==> src/rtl/shift_pkg.sv <==
// Constants and types for the eight-stage bidirectional shift block
// Summary of operation
// - Two modes, single-bit and double-word, each with its own eight fields.
// - Mode defaults to single-bit when nothing has been configured.
// - In single-bit mode word inputs and word outputs have no effect.
// - Single-bit mode shows eight one-bit outputs, one per bit field.
// - Double-word mode outputs are signed 32-bit two's-complement values.
// - Gate bit set: enable input decides activity; clear: always active.
// - No retention; every bit and word field starts at zero.
// - Double-word forward shift moves words up; field one takes forward input.
// - Single-bit forward edge moves bits up; field one takes forward bit.
// - Single-bit backward edge moves bits down; field eight takes backward bit.
// - Double-word backward edge moves words down; field eight takes backward input.
// - A clock edge with clear input high zeroes all bit and word fields.
package shift_pkg;

	localparam int ADDR_W = 8;
	localparam int DATA_W = 32;
	localparam int FIELD_COUNT = 8;

	// Register offsets
	localparam logic [ADDR_W-1:0] CTRL_OFFSET = 8'h00;
	localparam logic [ADDR_W-1:0] STATUS_OFFSET = 8'h04;
	localparam logic [ADDR_W-1:0] WORD_BASE_OFFSET = 8'h20;

	// Control fields
	localparam int CTRL_MODE_POS = 0;
	localparam int CTRL_GATE_POS = 1;
	localparam logic CTRL_MODE_RESET = 1'h0;
	localparam logic CTRL_GATE_RESET = 1'h0;

	// Status fields
	localparam int STATUS_BITS_POS = 0;
	localparam int STATUS_PEND_FWD_POS = 8;
	localparam int STATUS_PEND_BWD_POS = 9;
	localparam int STATUS_ACTIVE_POS = 10;
	localparam int STATUS_MODE_POS = 11;

	localparam logic [DATA_W-1:0] WORD_RESET = 32'h0000_0000;
	localparam logic [FIELD_COUNT-1:0] BITS_RESET = 8'h00;

	typedef enum logic [1:0] {
		MODE_BIT = 2'h1,
		MODE_DWORD = 2'h2
	} shift_mode_t;

	typedef logic signed [DATA_W-1:0] word_t;

	// Value pushed out of the far end by a shift
	typedef struct packed {
		logic backward;
		logic isWord;
		logic [DATA_W-1:0] data;
	} drop_t;

	localparam drop_t DROP_RESET = '{backward: 1'h0, isWord: 1'h0, data: 32'h0000_0000};

endpackage

==> src/rtl/two_entry_buffer.sv <==
// Two-entry skid buffer with valid and ready on both sides
`timescale 1ns/1ps
`default_nettype none
module two_entry_buffer import shift_pkg::*; #(
	parameter int WIDTH = $bits(drop_t)
) (
	// Clock and reset
	input wire logic sys_clk,
	input wire logic sys_rst,
	// Filling side
	input wire logic inValid,
	input wire logic [WIDTH-1:0] inData,
	output logic inReady,
	// Draining side
	output logic outValid,
	output logic [WIDTH-1:0] outData,
	input wire logic outReady
);

	logic skidValid;
	logic [WIDTH-1:0] skidData;
	logic next_outValid;
	logic [WIDTH-1:0] next_outData;
	logic next_skidValid;
	logic [WIDTH-1:0] next_skidData;
	logic next_inReady;

	// Ready is a flop so the source never sees a combinational path from outReady
	always_comb
	begin
		next_outValid = outValid;
		next_outData = outData;
		next_skidValid = skidValid;
		next_skidData = skidData;
		if (!outValid || outReady)
		begin
			if (skidValid)
			begin
				next_outData = skidData;
				next_outValid = 1'h1;
				next_skidValid = 1'h0;
			end
			else if (inValid && inReady)
			begin
				next_outData = inData;
				next_outValid = 1'h1;
			end
			else
			begin
				next_outValid = 1'h0;
			end
		end
		else if (inValid && inReady)
		begin
			next_skidData = inData;
			next_skidValid = 1'h1;
		end
		next_inReady = !next_skidValid;
	end

	always_ff @(posedge sys_clk or posedge sys_rst)
	begin
		if (sys_rst)
		begin
			outValid <= 1'h0;
			outData <= '0;
			skidValid <= 1'h0;
			skidData <= '0;
			inReady <= 1'h1;
		end
		else
		begin
			outValid <= next_outValid;
			outData <= next_outData;
			skidValid <= next_skidValid;
			skidData <= next_skidData;
			inReady <= next_inReady;
		end
	end

endmodule
`default_nettype wire

==> src/rtl/bidir_shift_block.sv <==
// Eight-stage bidirectional shift block with bit and double-word modes
`timescale 1ns/1ps
`default_nettype none
module bidir_shift_block import shift_pkg::*; (
	// Clock and reset
	input wire logic sys_clk,
	input wire logic sys_rst,
	// Register port
	input wire logic [ADDR_W-1:0] regAddr,
	input wire logic [DATA_W-1:0] regWrData,
	input wire logic regWrite,
	input wire logic regRead,
	output logic [DATA_W-1:0] regRdData,
	// Program inputs
	input wire logic enableIn,
	input wire logic fwdShiftPulse,
	input wire logic bwdShiftPulse,
	input wire logic clearAll,
	input wire logic fwdBitIn,
	input wire logic bwdBitIn,
	input wire logic [DATA_W-1:0] fwdWordIn,
	input wire logic [DATA_W-1:0] bwdWordIn,
	// Field outputs
	output logic [FIELD_COUNT-1:0] bitFieldOutputs,
	output word_t wordFieldOutputs [FIELD_COUNT],
	// Dropped values
	output drop_t dropData,
	output logic dropValid,
	input wire logic dropReady
);

	// Configuration and edge state
	shift_mode_t mode;
	logic gateEnable;
	logic prevFwd;
	logic prevBwd;
	logic pendFwd;
	logic pendBwd;
	shift_mode_t next_mode;
	logic next_gateEnable;
	logic next_pendFwd;
	logic next_pendBwd;

	// Field state
	logic [FIELD_COUNT-1:0] next_bitFields;
	word_t next_wordFields [FIELD_COUNT];
	word_t wordsUp [FIELD_COUNT];
	word_t wordsDown [FIELD_COUNT];

	// Control terms
	logic active;
	logic edgeFwd;
	logic edgeBwd;
	logic wantFwd;
	logic wantBwd;
	logic doFwd;
	logic doBwd;
	logic bufReady;
	logic bufPush;
	drop_t bufData;
	logic [DATA_W-1:0] next_rdData;

	// True when the address hits one of the word field registers
	function automatic logic isWordAddr(input logic [ADDR_W-1:0] a);
		logic [ADDR_W-1:0] rel;
		rel = a - WORD_BASE_OFFSET;
		isWordAddr = (a >= WORD_BASE_OFFSET) && (rel[1:0] == 2'h0)
			&& (rel[ADDR_W-1:2] < FIELD_COUNT[ADDR_W-3:0]);
	endfunction

	function automatic logic [2:0] wordIndex(input logic [ADDR_W-1:0] a);
		logic [ADDR_W-1:0] rel;
		rel = a - WORD_BASE_OFFSET;
		wordIndex = rel[4:2];
	endfunction

	// Mode decode shared by the drop path and both read paths
	function automatic logic isDword(input shift_mode_t m);
		isDword = (m == MODE_DWORD);
	endfunction

	function automatic logic isCtrlAddr(input logic [ADDR_W-1:0] a);
		isCtrlAddr = (a == CTRL_OFFSET);
	endfunction

	// Neighbour words for both shift directions
	genvar g;
	generate
		for (g = 0; g < FIELD_COUNT; g++)
		begin : gen_shift
			if (g == 0)
			begin : gen_first
				assign wordsUp[g] = word_t'(fwdWordIn);
				assign wordsDown[g] = wordFieldOutputs[g + 1];
			end
			else if (g == FIELD_COUNT - 1)
			begin : gen_last
				assign wordsUp[g] = wordFieldOutputs[g - 1];
				assign wordsDown[g] = word_t'(bwdWordIn);
			end
			else
			begin : gen_mid
				assign wordsUp[g] = wordFieldOutputs[g - 1];
				assign wordsDown[g] = wordFieldOutputs[g + 1];
			end
		end
	endgenerate

	// Activity and edge handling
	always_comb
	begin
		active = !gateEnable || enableIn;
		edgeFwd = fwdShiftPulse && !prevFwd;
		edgeBwd = bwdShiftPulse && !prevBwd;
		wantFwd = active && (edgeFwd || pendFwd);
		// Backward edge lost when a forward edge lands in the same cycle
		wantBwd = active && !wantFwd && (pendBwd || (edgeBwd && !edgeFwd));
		// A full drop buffer holds the shift back as pending; a repeat edge in that direction merges into it
		doFwd = !clearAll && wantFwd && bufReady;
		doBwd = !clearAll && wantBwd && bufReady;
		next_pendFwd = 1'h0;
		next_pendBwd = 1'h0;
		if (!clearAll)
		begin
			// Pending edges survive an inactive spell and wait for the block to wake
			next_pendFwd = (pendFwd || (active && edgeFwd)) && !doFwd;
			next_pendBwd = (pendBwd || (active && edgeBwd && !edgeFwd)) && !doBwd;
		end
	end

	// Field updates
	always_comb
	begin
		next_bitFields = bitFieldOutputs;
		for (int i = 0; i < FIELD_COUNT; i++)
		begin
			next_wordFields[i] = wordFieldOutputs[i];
		end
		if (clearAll)
		begin
			next_bitFields = BITS_RESET;
			for (int i = 0; i < FIELD_COUNT; i++)
			begin
				next_wordFields[i] = WORD_RESET;
			end
		end
		else
		begin
			unique case (mode)
				MODE_BIT:
				begin
					// Word inputs are never read here
					if (doFwd)
					begin
						next_bitFields = {bitFieldOutputs[FIELD_COUNT-2:0], fwdBitIn};
					end
					else if (doBwd)
					begin
						next_bitFields = {bwdBitIn, bitFieldOutputs[FIELD_COUNT-1:1]};
					end
				end
				MODE_DWORD:
				begin
					for (int i = 0; i < FIELD_COUNT; i++)
					begin
						if (doFwd)
						begin
							next_wordFields[i] = wordsUp[i];
						end
						else if (doBwd)
						begin
							next_wordFields[i] = wordsDown[i];
						end
					end
				end
			endcase
		end
	end

	// Dropped value toward the buffer
	always_comb
	begin
		bufPush = doFwd || doBwd;
		bufData = DROP_RESET;
		bufData.backward = doBwd;
		bufData.isWord = isDword(mode);
		unique case (mode)
			MODE_BIT:
			begin
				bufData.data = {31'h0000_0000, doBwd ? bitFieldOutputs[0]
					: bitFieldOutputs[FIELD_COUNT-1]};
			end
			MODE_DWORD:
			begin
				bufData.data = doBwd ? wordFieldOutputs[0] : wordFieldOutputs[FIELD_COUNT-1];
			end
		endcase
	end

	// Register writes
	always_comb
	begin
		next_mode = mode;
		next_gateEnable = gateEnable;
		if (regWrite && isCtrlAddr(regAddr))
		begin
			next_mode = regWrData[CTRL_MODE_POS] ? MODE_DWORD : MODE_BIT;
			next_gateEnable = regWrData[CTRL_GATE_POS];
		end
	end

	// Register reads, zero outside the cycle after a read strobe
	always_comb
	begin
		next_rdData = '0;
		if (regRead)
		begin
			if (isCtrlAddr(regAddr))
			begin
				next_rdData[CTRL_MODE_POS] = isDword(mode);
				next_rdData[CTRL_GATE_POS] = gateEnable;
			end
			else if (regAddr == STATUS_OFFSET)
			begin
				next_rdData[STATUS_BITS_POS +: FIELD_COUNT] = bitFieldOutputs;
				next_rdData[STATUS_PEND_FWD_POS] = pendFwd;
				next_rdData[STATUS_PEND_BWD_POS] = pendBwd;
				next_rdData[STATUS_ACTIVE_POS] = active;
				next_rdData[STATUS_MODE_POS] = isDword(mode);
			end
			else if (isWordAddr(regAddr))
			begin
				next_rdData = wordFieldOutputs[wordIndex(regAddr)];
			end
		end
	end

	// Edge and pending state
	always_ff @(posedge sys_clk or posedge sys_rst)
	begin
		if (sys_rst)
		begin
			// Zero matches the idle pulse level, so release brings no false edge
			prevFwd <= 1'h0;
			prevBwd <= 1'h0;
			pendFwd <= 1'h0;
			pendBwd <= 1'h0;
		end
		else
		begin
			prevFwd <= fwdShiftPulse;
			prevBwd <= bwdShiftPulse;
			pendFwd <= next_pendFwd;
			pendBwd <= next_pendBwd;
		end
	end

	// Configuration and read data
	always_ff @(posedge sys_clk or posedge sys_rst)
	begin
		if (sys_rst)
		begin
			mode <= MODE_BIT;
			gateEnable <= CTRL_GATE_RESET;
			regRdData <= '0;
		end
		else
		begin
			mode <= next_mode;
			gateEnable <= next_gateEnable;
			regRdData <= next_rdData;
		end
	end

	// Field registers, cleared from reset on since nothing is retained
	always_ff @(posedge sys_clk or posedge sys_rst)
	begin
		if (sys_rst)
		begin
			bitFieldOutputs <= BITS_RESET;
			for (int i = 0; i < FIELD_COUNT; i++)
			begin
				wordFieldOutputs[i] <= WORD_RESET;
			end
		end
		else
		begin
			bitFieldOutputs <= next_bitFields;
			for (int i = 0; i < FIELD_COUNT; i++)
			begin
				wordFieldOutputs[i] <= next_wordFields[i];
			end
		end
	end

	two_entry_buffer #(
		.WIDTH($bits(drop_t))
	) dropBuffer (
		.sys_clk(sys_clk),
		.sys_rst(sys_rst),
		.inValid(bufPush),
		.inData(bufData),
		.inReady(bufReady),
		.outValid(dropValid),
		.outData(dropData),
		.outReady(dropReady)
	);

endmodule
`default_nettype wire

==> config.mk <==
export PLATFORM = sky130hd
export DESIGN_NAME = bidir_shift_block
export DESIGN_NICKNAME = d
export VERILOG_FILES = /design/src/rtl/shift_pkg.sv /design/src/rtl/two_entry_buffer.sv /design/src/rtl/bidir_shift_block.sv
export SDC_FILE = /design/constraint.sdc
export NUM_CORES = 1
export LEC_CHECK = 0
export BUFFER_PORTS_ARGS = -buffer_cell sky130_fd_sc_hd__buf_2
export CORE_UTILIZATION = 43
export CTS_BUF_LIST = sky130_fd_sc_hd__clkbuf_2
export CTS_CLUSTER_DIAMETER = 200
export DETAILED_ROUTE_END_ITERATION = 8
export HOLD_SLACK_MARGIN = 0.06
export PLACE_DENSITY_LB_ADDON = 0.1
export SYNTH_ARGS = -nofsm -noshare
export SYNTH_HDL_FRONTEND = slang
export SYNTH_HIERARCHICAL = 1
export SYNTH_SLANG_ARGS = --single-unit
==> constraint.sdc <==
create_clock -name sys_clk -period 8 [get_ports sys_clk]
set_input_delay 0.4 -clock sys_clk [delete_from_list [all_inputs] [get_ports sys_clk]]
set_output_delay 0.4 -clock sys_clk [all_outputs]
set_load 0.01 [all_outputs]
==> flow_summary.yaml <==
timing:
  hold_viol: 0
  timing.hold.ws_ns: 0.284
  finClkSkew_ns: 0.0923
  fin_tns_setup_ns: 0
  fmax_ghz: 0.282
  slew_violations: 0
  period_share: 0.444
  rsz0062_at_grt: "no"
  setup_viol: 0
  max-slew-margin-rel: 0.181
  setup_slack_ns: 4.45
  worst_pin_slew_ns: 1.23
  period_minus_slack_ns: 3.55
status:
  status: "complete, no violations"
clock_network:
  cts_root_buf: "clkbuf_2"
  cts_tree: "done"
  cts.repair.resized: 0
  h-tree-depth: 3
  cts_sinks: 374
  clock_latency_ns: 1.13
  clockBufferDepth: 3
  cts_buffers: 104
  cts.reportedPaths.clkPinSlew_ns: 0.12
pwr:
  internal_power_w: 0.00291
  seqPwrFrac: 0.488
  switching_share: 0.359
  powerDensity_nw_per_um2: 177
  p_leak_nw: 11.1
  vdd_drop_max_mv: 0.0881
  p_comb_frac: 0.209
  p_switching_w: 0.00163
  power_frac_clock: 0.303
finish:
  utilization: 0.534
  layout-drive-gt1-share: 0.305
  num-fill-cells: 4404
  syn_to_final_growth_pct: 21.9
  nets: 2646
  final_cell_count_no_fill: 3221
route:
  drc: 0
  vias_per_cell: 6.29
  antenna_left: 0
  vias: 20300
  drtIter0Drc: 2157
  wl_per_cell_um: 25.5
  dr.pass1.iters: 6
  wirelength_mm: 82.1
yosys:
  synth_top_area_frac: 0.443
  yosysTopAreaCell: "dfrtp_1"
  synth_cells: 2049
  netlist_area_sq_um: 21000
  yosys-top-cells-count: "372 x dfrtp_1, 324 x nand2_1, 193 x a211oi_1, 193 x a31oi_1, 192 x nand3b_1"
  synth_edf_count: 0
  syn_nets: 2165
  ys_async_sr_fraction: 1.00
  yosysSeqAreaShare: 0.446
  synth.most_common_cell: "dfrtp_1"
  synth_warnings: 6
  synth.area.top_cells: "dfrtp_1 44%, mux4_2 7.0%, a211oi_1 6.9%"
  synth_seq_cells: 374
  synth_ff_type: "dfrtp_1"
  synth_area_per_cell_sq_um: 10.3
  synth.distinct_cells: 53
grt:
  grt_max_degree: 190
  global_route.overflow_total: 0
  grt_pass1_vias: 19700
  grt_pass1_wl_mm: 124
  grtUsageTotal: 0.324
  antenna_found_initial: 3
placement:
  place_inst: 2868
  place_ws_ns: 4.25
  port_buffers: 415
  gp_congestion: 0.851
  dp.final_hpwl_mm: 47.0
worst_hold_path:
  hp-class: "in -> reg"
critical_path:
  crit_path_start_kind: "flop"
  cp-end-kind: "flop"
  path_class: "reg -> reg"
  cp_slowest_stage_delay_ns: 0.91
  cp.arrival_ns: 4.60
  worst-path-max-fanout: 180
  path_cells: "nand2b_1 -> nand4_4 -> buf_12 -> buf_4 -> a21oi_1 -> a311oi_1 -> dlygate4sd3_1"
  crit_required_ns: 9.05
  crit_slowest_cell: "buf_4"
floorplan:
  fp.dieW_um: 223
  ios: 446
  die-area_sq_um: 49800
  design.core.area_sq_um: 47900
  rows: 80
  dieHeight_um: 223
  initial_core_util: 0.438
run:
  cap_violations: 0
## critical path: cells and delay by family (launching register included)
family / cells / cell delay [ns]
buffers and inverters: 3 / 2.10
AOI/OAI and AO/OA: 2 / 0.41
and+or+nand+nor: 2 / 0.51
DFF: 1 / 0.39
## power groups by stage
stage               logic, W  clock network, W  registers (W)
floorplan           0.000524                 0        0.00223
global placement    0.000864                 0        0.00224
detailed placement  0.000878                 0        0.00224
CTS                 0.000940           0.00142        0.00221
global route         0.00101           0.00151        0.00223
finish              0.000947           0.00138        0.00221
## worst paths after layout
kind                                                      from                                  end  slack (ns)  depth (start not counted)
setup / recovery                             prevFwd$_DFF_PP0_      wordFieldOutputs[7]$_DFFE_PP0P_        4.45                          7
hold / removal                                      regAddr[6]                  mode[0]$_DFFE_PP1P_        0.28                          6
setup reg to reg                             prevFwd$_DFF_PP0_      wordFieldOutputs[7]$_DFFE_PP0P_        4.45                          7
hold reg to reg            dropBuffer/skidData[31]$_DFFE_PP0P_  dropBuffer/skidData[31]$_DFFE_PP0P_        0.49                          1
max in group asynchronous                              sys_rst     wordFieldOutputs[17]$_DFFE_PP0P_        5.45                          6
min in group asynchronous                              sys_rst  dropBuffer/skidData[21]$_DFFE_PP0P_        0.52                          4
## registers in the layout (all words and copies together), names as in the netlist
signal                cells
dropBuffer/outValid       1
prevFwd                   1
dropBuffer/skidValid      1
pendFwd                   1
pendBwd                   1
prevBwd                   1
regRdData                32
wordFieldOutputs        256
dropBuffer/skidData      34
dropBuffer/outData       34
dropBuffer/inReady        1
mode                      2
bitFieldOutputs           8
gateEnable                1
## per-layer routing
layer,routed length (um),global-route usage
met1,33600,0.436
met2,38900,0.505
met3,6830,0.0736
met4,2760,0.132
met5,0,0
## through the flow
stage               total power (W)  cell area (sq um)
finish                      0.00454              25600
global route                0.00476              25600
CTS                         0.00456              25600
detailed placement          0.00312              23000
global placement            0.00310              23000
floorplan                   0.00275              21000
## cell usage in the layout (no fill, tap or decap), types with 32 or more instances in the layout
master	n
a31oi_1	193
mux2i_1	36
nand3b_1	192
mux4_2	65
clkbuf_2	153
nand2_1	324
mux2_2	74
a311oi_1	67
a21oi_1	100
a211oi_1	193
o21ai_0	32
nand3_1	33
buf_2	412
dlygate4sd3_1	171
dfrtp_1	371
## cell families (layout without fill, tap and decap cells)
family,after synthesis,in the layout,share of synthesized area
AND/OR/NAND/NOR,611,611,0.153
AO/OA/AOI/OAI,608,608,0.196
buffers and inverters,249,802,0.0566
other,0,4,0
adder cells (fa/ha/maj),1,1,0.000595
XOR/XNOR,1,1,0.000417
multiplexers,205,205,0.148
flip-flops,374,374,0.446
## layout make-up
class | instances | area (sq um) | area share
Clock inverter | 25 | 96.3 | 0.00376
Inverter | 9 | 38.8 | 0.00151
Sequential cell | 374 | 9360 | 0.365
Clock buffer | 153 | 766 | 0.0299
Timing Repair Buffer | 615 | 4060 | 0.158
Multi-Input combinational cell | 1426 | 10500 | 0.411
Tap cell | 615 | 769 | 0.0300
Antenna cell | 4 | 10.0 | 0.000391
## what timing repair did
item                                    4_1_cts  5_1_grt
hold buffers                                170        1
endpoints found under the setup margin        0        0
hold endpoints to repair                    464        1
buffers inserted                              0        0
No activity file was read; power rests on OpenSTA's default activity.
